**config.mk**
```make
export PLATFORM = sky130hd
export DESIGN_NAME = osc_source_and_pll_translation
export DESIGN_NICKNAME = d
export VERILOG_FILES = /design/src/hw/osc_cfg_pkg.sv /design/src/hw/osc_source_and_pll_translation.sv /design/src/hw/pll_xlat_rom.sv
export SDC_FILE = /design/constraint.sdc
export NUM_CORES = 1
export LEC_CHECK = 0
export ABC_CLOCK_PERIOD_IN_PS = 4400
export BUFFER_PORTS_ARGS = -buffer_cell sky130_fd_sc_hd__buf_2
export CAP_MARGIN = 20
export CORE_MARGIN = 2
export CORE_UTILIZATION = 35
export CTS_CLUSTER_DIAMETER = 120
export DETAILED_ROUTE_END_ITERATION = 8
export SLEW_MARGIN = 20
export SYNTH_ARGS = -nofsm -noshare
export SYNTH_HDL_FRONTEND = slang
export SYNTH_SLANG_ARGS = --single-unit
```
**constraint.sdc**
```tcl
create_clock -name pclk -period 4.4 [get_ports pclk]
set_input_delay 0.88 -clock pclk [delete_from_list [all_inputs] [get_ports pclk]]
set_output_delay 0.88 -clock pclk [all_outputs]
set_load 0.005 [all_outputs]
```
**src/hw/osc_cfg_pkg.sv**
```systemverilog
// Constants for the oscillator source and PLL translation block
package osc_cfg_pkg;
	localparam logic [11:0] RUN_CFG_OFF     = 12'h060;
	localparam logic [11:0] PLL_TRANS_OFF   = 12'h064;

	localparam int MAIN_OFF_BIT     = 0;
	localparam int INT_OFF_BIT      = 1;
	localparam int SRC_LSB          = 4;
	localparam int CRYSTAL_FREQ_SELECT_LSB         = 6;
	localparam int BYPASS_BIT       = 11;
	localparam int MULT_LSB         = 5;

	localparam logic [4:0] CRYSTAL_FREQ_SELECT_RESET   = 5'h0B;
	localparam logic [4:0] CRYSTAL_FREQ_SELECT_MAX     = 5'h16;
	localparam logic [4:0] CRYSTAL_FREQ_SELECT_PLL_MIN = 5'h04;
	localparam logic [1:0] SRC_RESET    = 2'h1;
	localparam logic       MAIN_OFF_RST = 1'b1;
	localparam logic       INT_OFF_RST  = 1'b0;
	localparam logic       BYPASS_RST   = 1'b1;
	localparam logic [8:0] MULT_RST     = 9'h062;
	localparam logic [4:0] RDIV_RST     = 5'h01;

	localparam logic [1:0] SRC_MAIN     = 2'h0;
	localparam logic [1:0] SRC_INT      = 2'h1;
	localparam logic [1:0] SRC_INT_DIV4 = 2'h2;
	localparam logic [1:0] SRC_SLOW     = 2'h3;
endpackage

```
**src/hw/osc_source_and_pll_translation.sv**
```systemverilog
// Oscillator source control and PLL translation registers over APB
//
// Local design decision: the APB slave port.
`timescale 1ns/1ns
`default_nettype none
module osc_source_and_pll_translation
	import osc_cfg_pkg::*;
(
	// APB
	input  wire logic        pclk,
	input  wire logic        presetn,
	input  wire logic        psel,
	input  wire logic        penable,
	input  wire logic        pwrite,
	input  wire logic [11:0] paddr,
	input  wire logic [31:0] pwdata,
	output logic      [31:0] prdata,
	output logic             pready,
	output logic             pslverr,
	// Oscillator and PLL controls
	output logic             main_osc_off,
	output logic             internal_osc_off,
	output logic       [1:0] osc_source_sel,
	output logic             pll_bypass,
	output logic       [8:0] pll_mult,
	output logic       [4:0] pll_ref_div
);
	// ****************************************
	// Storage
	// ****************************************
	// Configuration fields
	logic [4:0]  crystal_freq_select_q;
	logic [1:0]  src_q;
	logic        main_off_q;
	logic        int_off_q;
	logic        bypass_q;
	// Translation image
	logic [8:0]  mult_q;
	logic [4:0]  rdiv_q;
	// Table lookup
	logic [8:0]  rom_mult;
	logic [4:0]  rom_rdiv;
	// Next values
	logic [4:0]  crystal_freq_select_d;
	logic [1:0]  src_d;
	logic        main_off_d;
	logic        int_off_d;
	logic        bypass_d;
	logic [8:0]  mult_d;
	logic [4:0]  rdiv_d;
	logic        ready_d;
	logic        err_d;
	logic [31:0] rdata_d;
	logic [31:0] rd_d;
	// Read images
	logic [31:0] cfg_img;
	logic [31:0] xlat_img;

	// ****************************************
	// Decode
	// ****************************************
	wire setup    = psel && !penable;
	wire is_read  = setup && !pwrite;
	wire hit_cfg  = paddr == RUN_CFG_OFF;
	wire hit_xlat = paddr == PLL_TRANS_OFF;
	wire hit_any  = hit_cfg || hit_xlat;
	// Writes commit at the setup edge; the answer never waits
	wire wr_cfg   = setup && pwrite && hit_cfg;
	wire [4:0] crystal_freq_select_w = pwdata[CRYSTAL_FREQ_SELECT_LSB +: 5];

	// ****************************************
	// Read images
	// ****************************************
	// Reserved bits stay zero in both images
	assign cfg_img = {20'h00000, bypass_q, crystal_freq_select_q, src_q, 2'h0,
		int_off_q, main_off_q};
	assign xlat_img = {18'h00000, mult_q, rdiv_q};
	// A miss reads zero, so no stale image leaks onto the bus
	assign rd_d = hit_cfg ? cfg_img : (hit_xlat ? xlat_img : 32'h00000000);

	// ****************************************
	// Next values
	// ****************************************
	// Fields hold unless the configuration word is written
	assign crystal_freq_select_d     = wr_cfg ? crystal_freq_select_w : crystal_freq_select_q;
	assign src_d      = wr_cfg ? pwdata[SRC_LSB +: 2] : src_q;
	assign main_off_d = wr_cfg ? pwdata[MAIN_OFF_BIT] : main_off_q;
	assign int_off_d  = wr_cfg ? pwdata[INT_OFF_BIT] : int_off_q;
	assign bypass_d   = wr_cfg ? pwdata[BYPASS_BIT] : bypass_q;
	// Image trails the code by one cycle; no write path reaches it
	assign mult_d     = rom_mult;
	assign rdiv_d     = rom_rdiv;
	// Unmapped addresses answer with an error, translation writes silently
	assign ready_d    = setup;
	assign err_d      = setup && !hit_any;
	assign rdata_d    = is_read ? rd_d : 32'h00000000;

	// ****************************************
	// Table
	// ****************************************
	pll_xlat_rom u_rom (
		.crystal_freq_select (crystal_freq_select_q),
		.mult                (rom_mult),
		.ref_div             (rom_rdiv)
	);

	// ****************************************
	// Configuration registers
	// ****************************************
	always_ff @(posedge pclk or negedge presetn)
	begin
		if (!presetn)
		begin
			crystal_freq_select_q <= CRYSTAL_FREQ_SELECT_RESET;
		end
		else
		begin
			crystal_freq_select_q <= crystal_freq_select_d;
		end
	end

	always_ff @(posedge pclk or negedge presetn)
	begin
		if (!presetn)
		begin
			src_q <= SRC_RESET;
		end
		else
		begin
			src_q <= src_d;
		end
	end

	always_ff @(posedge pclk or negedge presetn)
	begin
		if (!presetn)
		begin
			main_off_q <= MAIN_OFF_RST;
		end
		else
		begin
			main_off_q <= main_off_d;
		end
	end

	always_ff @(posedge pclk or negedge presetn)
	begin
		if (!presetn)
		begin
			int_off_q <= INT_OFF_RST;
		end
		else
		begin
			int_off_q <= int_off_d;
		end
	end

	always_ff @(posedge pclk or negedge presetn)
	begin
		if (!presetn)
		begin
			bypass_q <= BYPASS_RST;
		end
		else
		begin
			bypass_q <= bypass_d;
		end
	end

	// ****************************************
	// Translation registers
	// ****************************************
	// Reset loads the reset code's entry, so the image is valid at once
	always_ff @(posedge pclk or negedge presetn)
	begin
		if (!presetn)
		begin
			mult_q <= MULT_RST;
		end
		else
		begin
			mult_q <= mult_d;
		end
	end

	always_ff @(posedge pclk or negedge presetn)
	begin
		if (!presetn)
		begin
			rdiv_q <= RDIV_RST;
		end
		else
		begin
			rdiv_q <= rdiv_d;
		end
	end

	// ****************************************
	// Bus answer
	// ****************************************
	always_ff @(posedge pclk or negedge presetn)
	begin
		if (!presetn)
		begin
			pready <= 1'b0;
		end
		else
		begin
			pready <= ready_d;
		end
	end

	always_ff @(posedge pclk or negedge presetn)
	begin
		if (!presetn)
		begin
			pslverr <= 1'b0;
		end
		else
		begin
			pslverr <= err_d;
		end
	end

	always_ff @(posedge pclk or negedge presetn)
	begin
		if (!presetn)
		begin
			prdata <= 32'h00000000;
		end
		else
		begin
			prdata <= rdata_d;
		end
	end

	// ****************************************
	// Outputs
	// ****************************************
	// One register stage keeps every pin glitch-free
	always_ff @(posedge pclk or negedge presetn)
	begin
		if (!presetn)
		begin
			main_osc_off <= MAIN_OFF_RST;
		end
		else
		begin
			main_osc_off <= main_off_q;
		end
	end

	always_ff @(posedge pclk or negedge presetn)
	begin
		if (!presetn)
		begin
			internal_osc_off <= INT_OFF_RST;
		end
		else
		begin
			internal_osc_off <= int_off_q;
		end
	end

	always_ff @(posedge pclk or negedge presetn)
	begin
		if (!presetn)
		begin
			osc_source_sel <= SRC_RESET;
		end
		else
		begin
			osc_source_sel <= src_q;
		end
	end

	always_ff @(posedge pclk or negedge presetn)
	begin
		if (!presetn)
		begin
			pll_bypass <= BYPASS_RST;
		end
		else
		begin
			pll_bypass <= bypass_q;
		end
	end

	always_ff @(posedge pclk or negedge presetn)
	begin
		if (!presetn)
		begin
			pll_mult <= MULT_RST;
		end
		else
		begin
			pll_mult <= mult_q;
		end
	end

	always_ff @(posedge pclk or negedge presetn)
	begin
		if (!presetn)
		begin
			pll_ref_div <= RDIV_RST;
		end
		else
		begin
			pll_ref_div <= rdiv_q;
		end
	end
endmodule
`default_nettype wire

```
**src/hw/pll_xlat_rom.sv**
```systemverilog
// Crystal code to PLL multiplier and reference divider table
`timescale 1ns/1ns
`default_nettype none
module pll_xlat_rom
	import osc_cfg_pkg::*;
(
	// Lookup
	input  wire logic [4:0] crystal_freq_select,
	output logic      [8:0] mult,
	output logic      [4:0] ref_div
);
	// Entries are a local choice; the reset code entry matches the reset image
	always_comb
	begin
		unique case (crystal_freq_select)
			5'h04:   begin mult = 9'h1BC; ref_div = 5'h02; end
			5'h05:   begin mult = 9'h142; ref_div = 5'h01; end
			5'h06:   begin mult = 9'h0C6; ref_div = 5'h00; end
			5'h07:   begin mult = 9'h060; ref_div = 5'h00; end
			5'h08:   begin mult = 9'h0A1; ref_div = 5'h00; end
			5'h09:   begin mult = 9'h04E; ref_div = 5'h00; end
			5'h0A:   begin mult = 9'h04C; ref_div = 5'h00; end
			5'h0B:   begin mult = 9'h062; ref_div = 5'h01; end
			5'h0C:   begin mult = 9'h080; ref_div = 5'h01; end
			5'h0D:   begin mult = 9'h034; ref_div = 5'h00; end
			5'h0E:   begin mult = 9'h030; ref_div = 5'h00; end
			5'h0F:   begin mult = 9'h02F; ref_div = 5'h00; end
			5'h10:   begin mult = 9'h026; ref_div = 5'h00; end
			5'h11:   begin mult = 9'h062; ref_div = 5'h01; end
			5'h12:   begin mult = 9'h03F; ref_div = 5'h00; end
			5'h13:   begin mult = 9'h01C; ref_div = 5'h00; end
			5'h14:   begin mult = 9'h01A; ref_div = 5'h00; end
			5'h15:   begin mult = 9'h030; ref_div = 5'h02; end
			5'h16:   begin mult = 9'h016; ref_div = 5'h00; end
			// Codes below 0x04 are PLL-reserved; above 0x16 undefined
			default: begin mult = 9'h000; ref_div = 5'h00; end
		endcase
	end
endmodule
`default_nettype wire

```
Yosys cells after proc, flatten, opt, wreduce, memory -nomap -nowiden:

Memory sizes are Yosys's and may differ from the RTL's. A register that Yosys moved wholly into a read port is not among the register bits.
Index checks and enable logic that the tools add are counted.
Widths: inputs -> output; s select.

* register bits: 50
* latch bits: 0
* RAM bits: 0
* ROM bits: 352
* input bits: 49
* memories: 1

* $add $sub $neg: 0
* multiply operators: 0
* div/mod/pow operators: 0
* order comparisons: 0
* equal/unequal tests: 2
* shifts and indexed selects: 0
* multiplexer cells: 3
* bitwise logic cells: 0
* reduce and logical (&&, ||, !) cells: 10

Memory list
* (name not given): depth 32, width 11, rd ports 1, clocked after Yosys merged registers in 1, write ports 0, line pll_xlat_rom.sv:15 `unique case (crystal_freq_select)`

Operator list (count)
* $mux 14: 3
* $eq 12x7->1 const B: 2
* $logic_and 1x1->1: 5
* $logic_not 1->1: 4
* $logic_or 1x1->1: 1

Longest topological paths before layout:

Gate-level depths: netlist of run 1.

* depth in word-level cells: 4
* gate-level depth with buffers: 6
* depth with buffers taken out: 5

By module:

Synthesis of run 1 repeated with hierarchy kept, for this count alone.

* cell total of the unflattened synthesis: 193
* area, all modules: 2492.4 um^2

By module, submodules not included
* osc_source_and_pll_translation: times used 1, cells an instance 129, area an instance 2050.7 um^2
* pll_xlat_rom: times used 1, cells an instance 64, area an instance 441.7 um^2

Worst setup path after synthesis of run 1:

OpenSTA, ideal clock, no wires.

* path kind: input port to flip-flop
* from: input port paddr[3]
* to: register crystal_freq_select_q[2]
* data arrival time: 1.802 ns
* setup slack: 2.473 ns
* stages on the path: 3
* path buffers: 0
* cell sequence: nor3_1 -> nand4_2 -> mux2_2

* word-level cells in the longest chain between the ends: 2

Ends and longest elaborated chain
* start: declaration: line osc_source_and_pll_translation.sv:15 `input wire logic [11:0] paddr,`
* $eq 12x7->1: line osc_source_and_pll_translation.sv:64 `wire hit_cfg = paddr == RUN_CFG_OFF;`
* $logic_and 1x1->1: line osc_source_and_pll_translation.sv:68 `wire wr_cfg = setup && pwrite && hit_cfg;`
* end signal: assignment: line osc_source_and_pll_translation.sv:118 `crystal_freq_select_q <= crystal_freq_select_d;`
* end: declaration: line osc_source_and_pll_translation.sv:32 `logic [4:0] crystal_freq_select_q;`

No other way between the ends.
A chain may end at the register's enable or synchronous reset.

Final worst setup path of run 1:

* from: input port paddr[3]
* to: register prdata[4]

* word-level cells in the longest chain between the ends: 4

Ends and longest elaborated chain
* $eq 12x7->1: line osc_source_and_pll_translation.sv:65 `wire hit_xlat = paddr == PLL_TRANS_OFF;`
* $mux 14: line osc_source_and_pll_translation.sv:79 `assign rd_d = hit_cfg ? cfg_img : (hit_xlat ? xlat_img : 32'h00000000);`
* $mux 14 (*): line osc_source_and_pll_translation.sv:79
* $mux 14 (*): line osc_source_and_pll_translation.sv:96 `assign rdata_d = is_read ? rd_d : 32'h00000000;`
* via rdata_d[4]: line osc_source_and_pll_translation.sv:53 `logic [31:0] rdata_d;`
* end signal: assignment: line osc_source_and_pll_translation.sv:233 `prdata <= rdata_d;`
* end: declaration: line osc_source_and_pll_translation.sv:17 `output logic [31:0] prdata,`

Mark *: on every way through the listed nets, which the timed path passes. The rest lies on a longest branch.

==> results of run 1 <==
[routing by layer]
| layer | up-vias | global-route usage, % |
|---|---|---|
| met1 | 682 | 14.4 |
| li1 | 682 | - |
| met2 | 70 | 18.7 |
| met5 | - | 0 |
| met4 | 0 | 3.52 |
| met3 | 2 | 4.06 |
[through the flow]
| step | std cells | worst slack, ns | hold slack [ns] | total power, W | area, sq um |
|---|---|---|---|---|---|
| after floorplan | 206 | 2.47 | 0.353 | 0.000507 | 2320 |
| after global placement | 308 | 2.03 | 0.356 | 0.000516 | 2490 |
| after detailed placement | 308 | 1.99 | 0.357 | 0.000516 | 2490 |
| after CTS | 316 | 2.30 | 0.370 | 0.000847 | 2610 |
| after global routing | 316 | 2.03 | 0.374 | 0.000872 | 2610 |
| final | 316 | 2.33 | 0.365 | 0.000837 | 2610 |
[sequential cells by signal (all words and copies together) (netlist names)]
name                   flops
bypass_q                   1
crystal_freq_select_q      5
int_off_q                  1
internal_osc_off           1
main_off_q                 1
main_osc_off               1
mult_q                     9
osc_source_sel             2
pll_bypass                 1
pll_mult                   9
pll_ref_div                2
prdata                    12
pready                     1
pslverr                    1
rdiv_q                     2
src_q                      2
[how the worst min path moves through the flow]
stage               from              to  slack (ns)  depth (start not counted)
2_1_floorplan  mult_q[0]     pll_mult[0]        0.35                          0
3_3_place_gp   mult_q[5]     pll_mult[5]        0.36                          0
4_1_cts        rdiv_q[0]  pll_ref_div[0]        0.37                          0
6_report       mult_q[5]     pll_mult[5]        0.37                          0
3_5_place_dp   mult_q[5]     pll_mult[5]        0.36                          0
5_1_grt        mult_q[5]     pll_mult[5]        0.37                          0
[cells in the mapped netlist (2+ instances only)]
| cell | n |
|---|---|
| a21o_1 | 2 |
| a21oi_1 | 6 |
| and4bb_2 | 2 |
| buf_2 | 2 |
| buf_4 | 23 |
| clkbuf_1 | 6 |
| dfrtp_1 | 34 |
| dfstp_2 | 17 |
| ha_1 | 5 |
| inv_1 | 4 |
| mux2_2 | 11 |
| mux2i_1 | 11 |
| nand2_1 | 10 |
| nand2b_1 | 3 |
| nand3b_1 | 2 |
| nor2_1 | 16 |
| nor2b_1 | 3 |
| nor3_1 | 3 |
| nor3b_1 | 5 |
| o221ai_1 | 2 |
| o22ai_1 | 2 |
| o31ai_1 | 2 |
[power breakdown]
part | total (W) | switching [W] | internal, W | leakage, nW
registers | 0.000471 | 0.000000594 | 0.000471 | 0.648
logic | 0.0000358 | 0.0000223 | 0.0000135 | 0.603
clock network | 0.000330 | 0.000146 | 0.000184 | 0.0612
[critical path, stage by stage]
cell     delay, ns
buf_2         0.10
nor3_1        0.35
nand4_1       0.58
nor3b_1       0.36
[cell type report]
type / instances / area (sq um)
fillers: 609 / 3670
flip-flops and latches: 51 / 1300
multi-input cells: 119 / 796
repair buffers: 57 / 288
well taps: 77 / 96.3
clock buffers: 6 / 82.6
clock inverters: 2 / 35.0
inverters: 4 / 15.0
[logic make-up after synthesis]
| logic type | count (synthesis) | synth area share [%] |
|---|---|---|
| other | 1 | 0.168 |
| buffers and inverters | 36 | 10.0 |
| adders and majority gates | 5 | 2.80 |
| muxes | 22 | 10.5 |
| AOI/OAI and AO/OA | 19 | 5.60 |
| xor gates and xnor gates | 1 | 0.392 |
| and+or+nand+nor | 49 | 12.5 |
| DFF | 51 | 58.1 |
==> summary.txt, run 1 <==
CTS Buffer Depth: 2
Final period util: 47.0%
R2R depth: 5
sequential share of the synthesized area: 58.1%
Routability Congestion: 0.747
cts repair resizes: 0
Sink Count: 51
Post-synth EDFFs: 0
slew margin rel.: 50.9%
Synth Register Bits: 51
total number of vias: 1436
Routed met2 length: 1.78 mm
post-DP HPWL: 2.70 mm
vias in the first global route: 1361
Peak Freq: 484 MHz
CTS H-tree depth: 2
Critical Path RT: 4.61 ns
PwrDens: 321 nW/um^2
setup bufs post-CTS: 0
CP max FO: 12
crit path DAT: 2.27 ns
WL/cell: 12.1 microns
Warnings, synthesis: 0
final core utilization: 41.6%
register-to-register setup slack: 2.70 ns
DRT iter0 DRCs: 62
TritonCTS clock tree: done
DRT Pass-1 Iters: 4
Worst VDD drop: 154 uV
grt total ovfl: 0
final net count: 292
Tmin final: 2.07 ns
max-slew violation count: 0
CORE AREA: 6280 sq um
endpoint of the worst register-to-register path: mult_q[4]
Top Ports: 102
total CTS buffers: 5
overall routing resource usage: 11.5%
Antenna diodes: 0
synth-to-layout area growth: 16.8%
final-report setup violation count: 0
largest net degree at the start of global routing: 39
Setup crit end: prdata[4]
most frequent cells in the layout: buf_2, dfrtp_1, conb_1
Hold WC Path Type: reg -> reg
Synth area leaders: dfrtp_1, dfstp_2, buf_4
share of layout cells above drive strength 1: 40.6%
Mapped Cells: 184
total wire length: 3.82 mm
skew final: 0.00262 ns
Setup TNS: 0 ns
Leak: 1.31 nW
Mapped Area: 2230 sq um
die area: 7040 sq um
crit path kind: in -> reg
met1 WL: 1.70 mm
number of port buffers: 56
Final ANT Viol Nets: 0
first-pass GRT wire length: 6.49 mm
fraction of registers with async set/reset: 100%
Die Width: 83.9 microns
RSZ-0062 raised after global routing: no
post-cts hold buffer count: 0
syn avg cell area: 12.1 sq um
status: finished, final reports clean
Synth area leader: dfrtp_1
most used flip-flop cell after synthesis: dfrtp_1
met3 routed WL: 317 microns
Synth top area share: 38.1%
max-cap violations: 0
via/cell ratio: 4.54
initial antenna violation count: 0
row cnt: 29
r2r startpoint: crystal_freq_select_q[0]
Die Ht: 83.9 microns
DRC: 0
root buffer cell: clkbuf_8
kind of end point of the critical path: register
Critical Path Source Type: input port
uppermost layer routed: met4
Hold Violations, Final: 0
clk_lat worst skew: 0.29 ns
Worst-Margin Slew: 0.736 ns
Starting Density: 35.6%
CP startpoint: paddr[3]
Worst-path clk slew: 0.09 ns
count of different cell masters after synthesis: 35
commonest non-fill, non-tap cell in the layout: buf_2
(Power assumes the default switching activity.)
==> inputs of run 2 (changes only) <==
ABC_AREA = 1   (was unset)
ABC_CLOCK_PERIOD_IN_PS = 1700   (was 4400)
clock period = 1.7 ns   (was 4.4 ns; I/O delays follow)
==> summary.txt, run 2 <==
Synth Register Bits: 51 (unchanged)
initial antenna violation count: 0 (unchanged)
commonest non-fill, non-tap cell in the layout: buf_2 (unchanged)
largest net degree at the start of global routing: 52 (was 39)
most frequent cells in the layout: buf_2, nand2_1, dfrtp_1 (was buf_2, dfrtp_1, conb_1)
mux cell area share after synthesis: 0% (was 10.5%)
Compound-Gate Fraction of Synth Area: 9.68% (was 5.60%)
max-slew violation count: 0 (unchanged)
first-pass GRT wire length: 7.60 mm (was 6.49 mm)
DRT iter0 DRCs: 113 (was 62)
Setup WS pre-CTS: 0.252 ns (was 1.99 ns)
status: finished, final reports clean (unchanged)
Critical Path Source Type: register (was input port)
max-cap violations: 0 (unchanged)
sequential share of the synthesized area: 55.8% (was 58.1%)
largest family of logic cells by synthesized area: simple AND/OR/NAND/NOR gates (unchanged)
Worst-path clk slew: 0.09 ns (about the same)
Sequential Area: 1300 sq um (unchanged)
post-cts hold buffer count: 0 (unchanged)
clk_lat worst skew: 0.30 ns (was 0.29 ns)
total wire length: 4.45 mm (was 3.82 mm)
crit path kind: reg -> reg (was in -> reg)
Mapped Area: 2330 sq um (was 2230 sq um)
post-DP HPWL: 3.17 mm (was 2.70 mm)
Critical Path RT: 1.93 ns (was 4.61 ns)
Mapped Cells: 238 (was 184)
DRC: 0 (unchanged)
Top Ports: 102 (unchanged)
flip-flop count of the largest register after layout: 12 (unchanged)
Routability Congestion: 0.854 (was 0.747)
Final period util: 87.2%
final net count: 357 (was 292)
Worst-Margin Slew: 0.554 ns (was 0.736 ns)
via/cell ratio: 4.56 (was 4.54)
Starting Density: 36.4% (was 35.6%)
Tmin final: 1.48 ns
WL/cell: 11.7 microns (was 12.1 microns)
worst hold slack: 0.00122 ns (was 0.365 ns)
setup bufs post-CTS: 0 (unchanged)
Antenna diodes: 0 (unchanged)
crit path DAT: 1.71 ns (was 2.27 ns)
slew margin rel.: 62.8% (was 50.9%)
Reg with most FFs: prdata (unchanged)
Leak: 1.44 nW (was 1.31 nW)
Synth top area share: 36.6% (was 38.1%)
Worst VDD drop: 433 uV (was 154 uV)
Final ANT Viol Nets: 0 (unchanged)
total CTS buffers: 5 (unchanged)
adder-cell share of the synthesized area: 2.69% (was 2.80%)
TritonCTS clock tree: done (unchanged)
Post-synth EDFFs: 0 (unchanged)
most used flip-flop cell after synthesis: dfrtp_1 (unchanged)
PwrDens: 783 nW/um^2 (was 321 nW/um^2)
row cnt: 29 (unchanged)
RSZ-0062 raised after global routing: no (unchanged)
CORE AREA: 6390 sq um (was 6280 sq um)
final setup margin: 0.217 ns (was 2.33 ns)
kind of end point of the critical path: register (unchanged)
skew final: 0.00775 ns (was 0.00262 ns)
uppermost layer routed: met4 (unchanged)
met3 routed WL: 457 microns (was 317 microns)
total number of vias: 1737 (was 1436)
Fillers: 613 (was 609)
Layout Cells excl Fill: 381 (was 316)
CP max FO: 5 (was 12)
share of layout cells above drive strength 1: 35.2% (was 40.6%)
Synth Area in XOR/XNOR: 0% (was 0.392%)
synth-to-layout area growth: 18.4% (was 16.8%)
Hold WC Path Type: in -> async (was reg -> reg)
met1 WL: 1.89 mm (was 1.70 mm)
CTS Buffer Depth: 2 (unchanged)
final-report setup violation count: 0 (unchanged)
Synth area leader: dfrtp_1 (unchanged)
DRT Pass-1 Iters: 4 (unchanged)
final core utilization: 43.2% (was 41.6%)
Hold Violations, Final: 0 (unchanged)
Warnings, synthesis: 0 (unchanged)
die area: 7320 sq um (was 7040 sq um)
Multi-input gate area: 792 sq um (was 796 sq um)
Routed met2 length: 2.01 mm (was 1.78 mm)
cts repair resizes: 0 (unchanged)
CTS H-tree depth: 2 (unchanged)
syn avg cell area: 9.78 sq um (was 12.1 sq um)
Peak Freq: 674 MHz
Top Registers: prdata: 12 flops, mult_q: 9 flops, pll_mult: 9 flops (unchanged)
grt total ovfl: 0 (unchanged)
overall routing resource usage: 13.1% (was 11.5%)
vias in the first global route: 1660 (was 1361)
root buffer cell: clkbuf_8 (unchanged)
top cells by count, synth: nand2_1, dfrtp_1, nand3_1 (was dfrtp_1, buf_4, dfstp_2)
Synth Area in Simple Gates: 18.0% (was 12.5%)
most common cell in the netlist: nand2_1 (was dfrtp_1)
count of different cell masters after synthesis: 22 (was 35)
number of port buffers: 56 (unchanged)
Die Width: 85.5 microns (was 83.9 microns)
fraction of registers with async set/reset: 100% (unchanged)
Die Ht: 85.5 microns (was 83.9 microns)
placed cell count: 373 (was 308)
Synth area leaders: dfrtp_1, dfstp_2, buf_4 (unchanged)
Sink Count: 51 (unchanged)
Setup TNS: 0 ns (unchanged)
[run 2: logic make-up after synthesis]
logic type               after synthesis
AND/OR/NAND/NOR                       94
buffers and inverters                 55
flip-flops                            51
AO/OA/AOI/OAI                         32
adder cells (fa/ha/maj)                5
other                                  1
[run 2: layout make-up]
type                       count  share of cell area (%)
multi-input combinational    154                    28.7
clock inverter                 3                    1.59
inverter                      26                    3.54
sequential                    51                    47.1
clock buffer                   5                    2.50
tap                           77                    3.50
timing repair buffer          65                    13.1
[run 2: critical path: stages (launching register included)]
cell     delay [ns]
dfstp_2        0.58
inv_1          0.06
ha_1           0.34
inv_1          0.07
nor2_1         0.15
o21ai_0        0.11
nand2_1        0.06
nand2_1        0.05
[run 2: power breakdown]
part / internal, W / switching (W)
sequential: 0.00122 / 0.00000122
clock: 0.000438 / 0.000390
combinational: 0.0000397 / 0.0000715
[run 2: final timing paths]
kind                                          startpoint               end  slack (ns)  cells past startpoint
worst max-delay path            crystal_freq_select_q[1]         mult_q[5]        0.22                      7
worst min-delay path                             presetn  internal_osc_off       0.001                      2
worst max register to register  crystal_freq_select_q[1]         mult_q[5]        0.22                      7
worst min register to register                 mult_q[1]       pll_mult[1]        0.36                      0
max in group asynchronous                        presetn         mult_q[5]        1.40                      2
min in group pclk                              pwdata[4]          src_q[0]        0.24                      3
[run 2: metrics by stage]
stage | power [W] | area [sq um]
floorplan | 0.00132 | 2410
global placement | 0.00135 | 2640
detailed placement | 0.00135 | 2640
CTS | 0.00220 | 2760
global route | 0.00227 | 2760
finish | 0.00216 | 2760
[run 2: layer usage]
layer | up-vias | global-route usage, %
met1 | 781 | 16.8
met3 | 8 | 3.85
li1 | 847 | -
met2 | 101 | 21.1
met5 | - | 0
met4 | 0 | 4.76
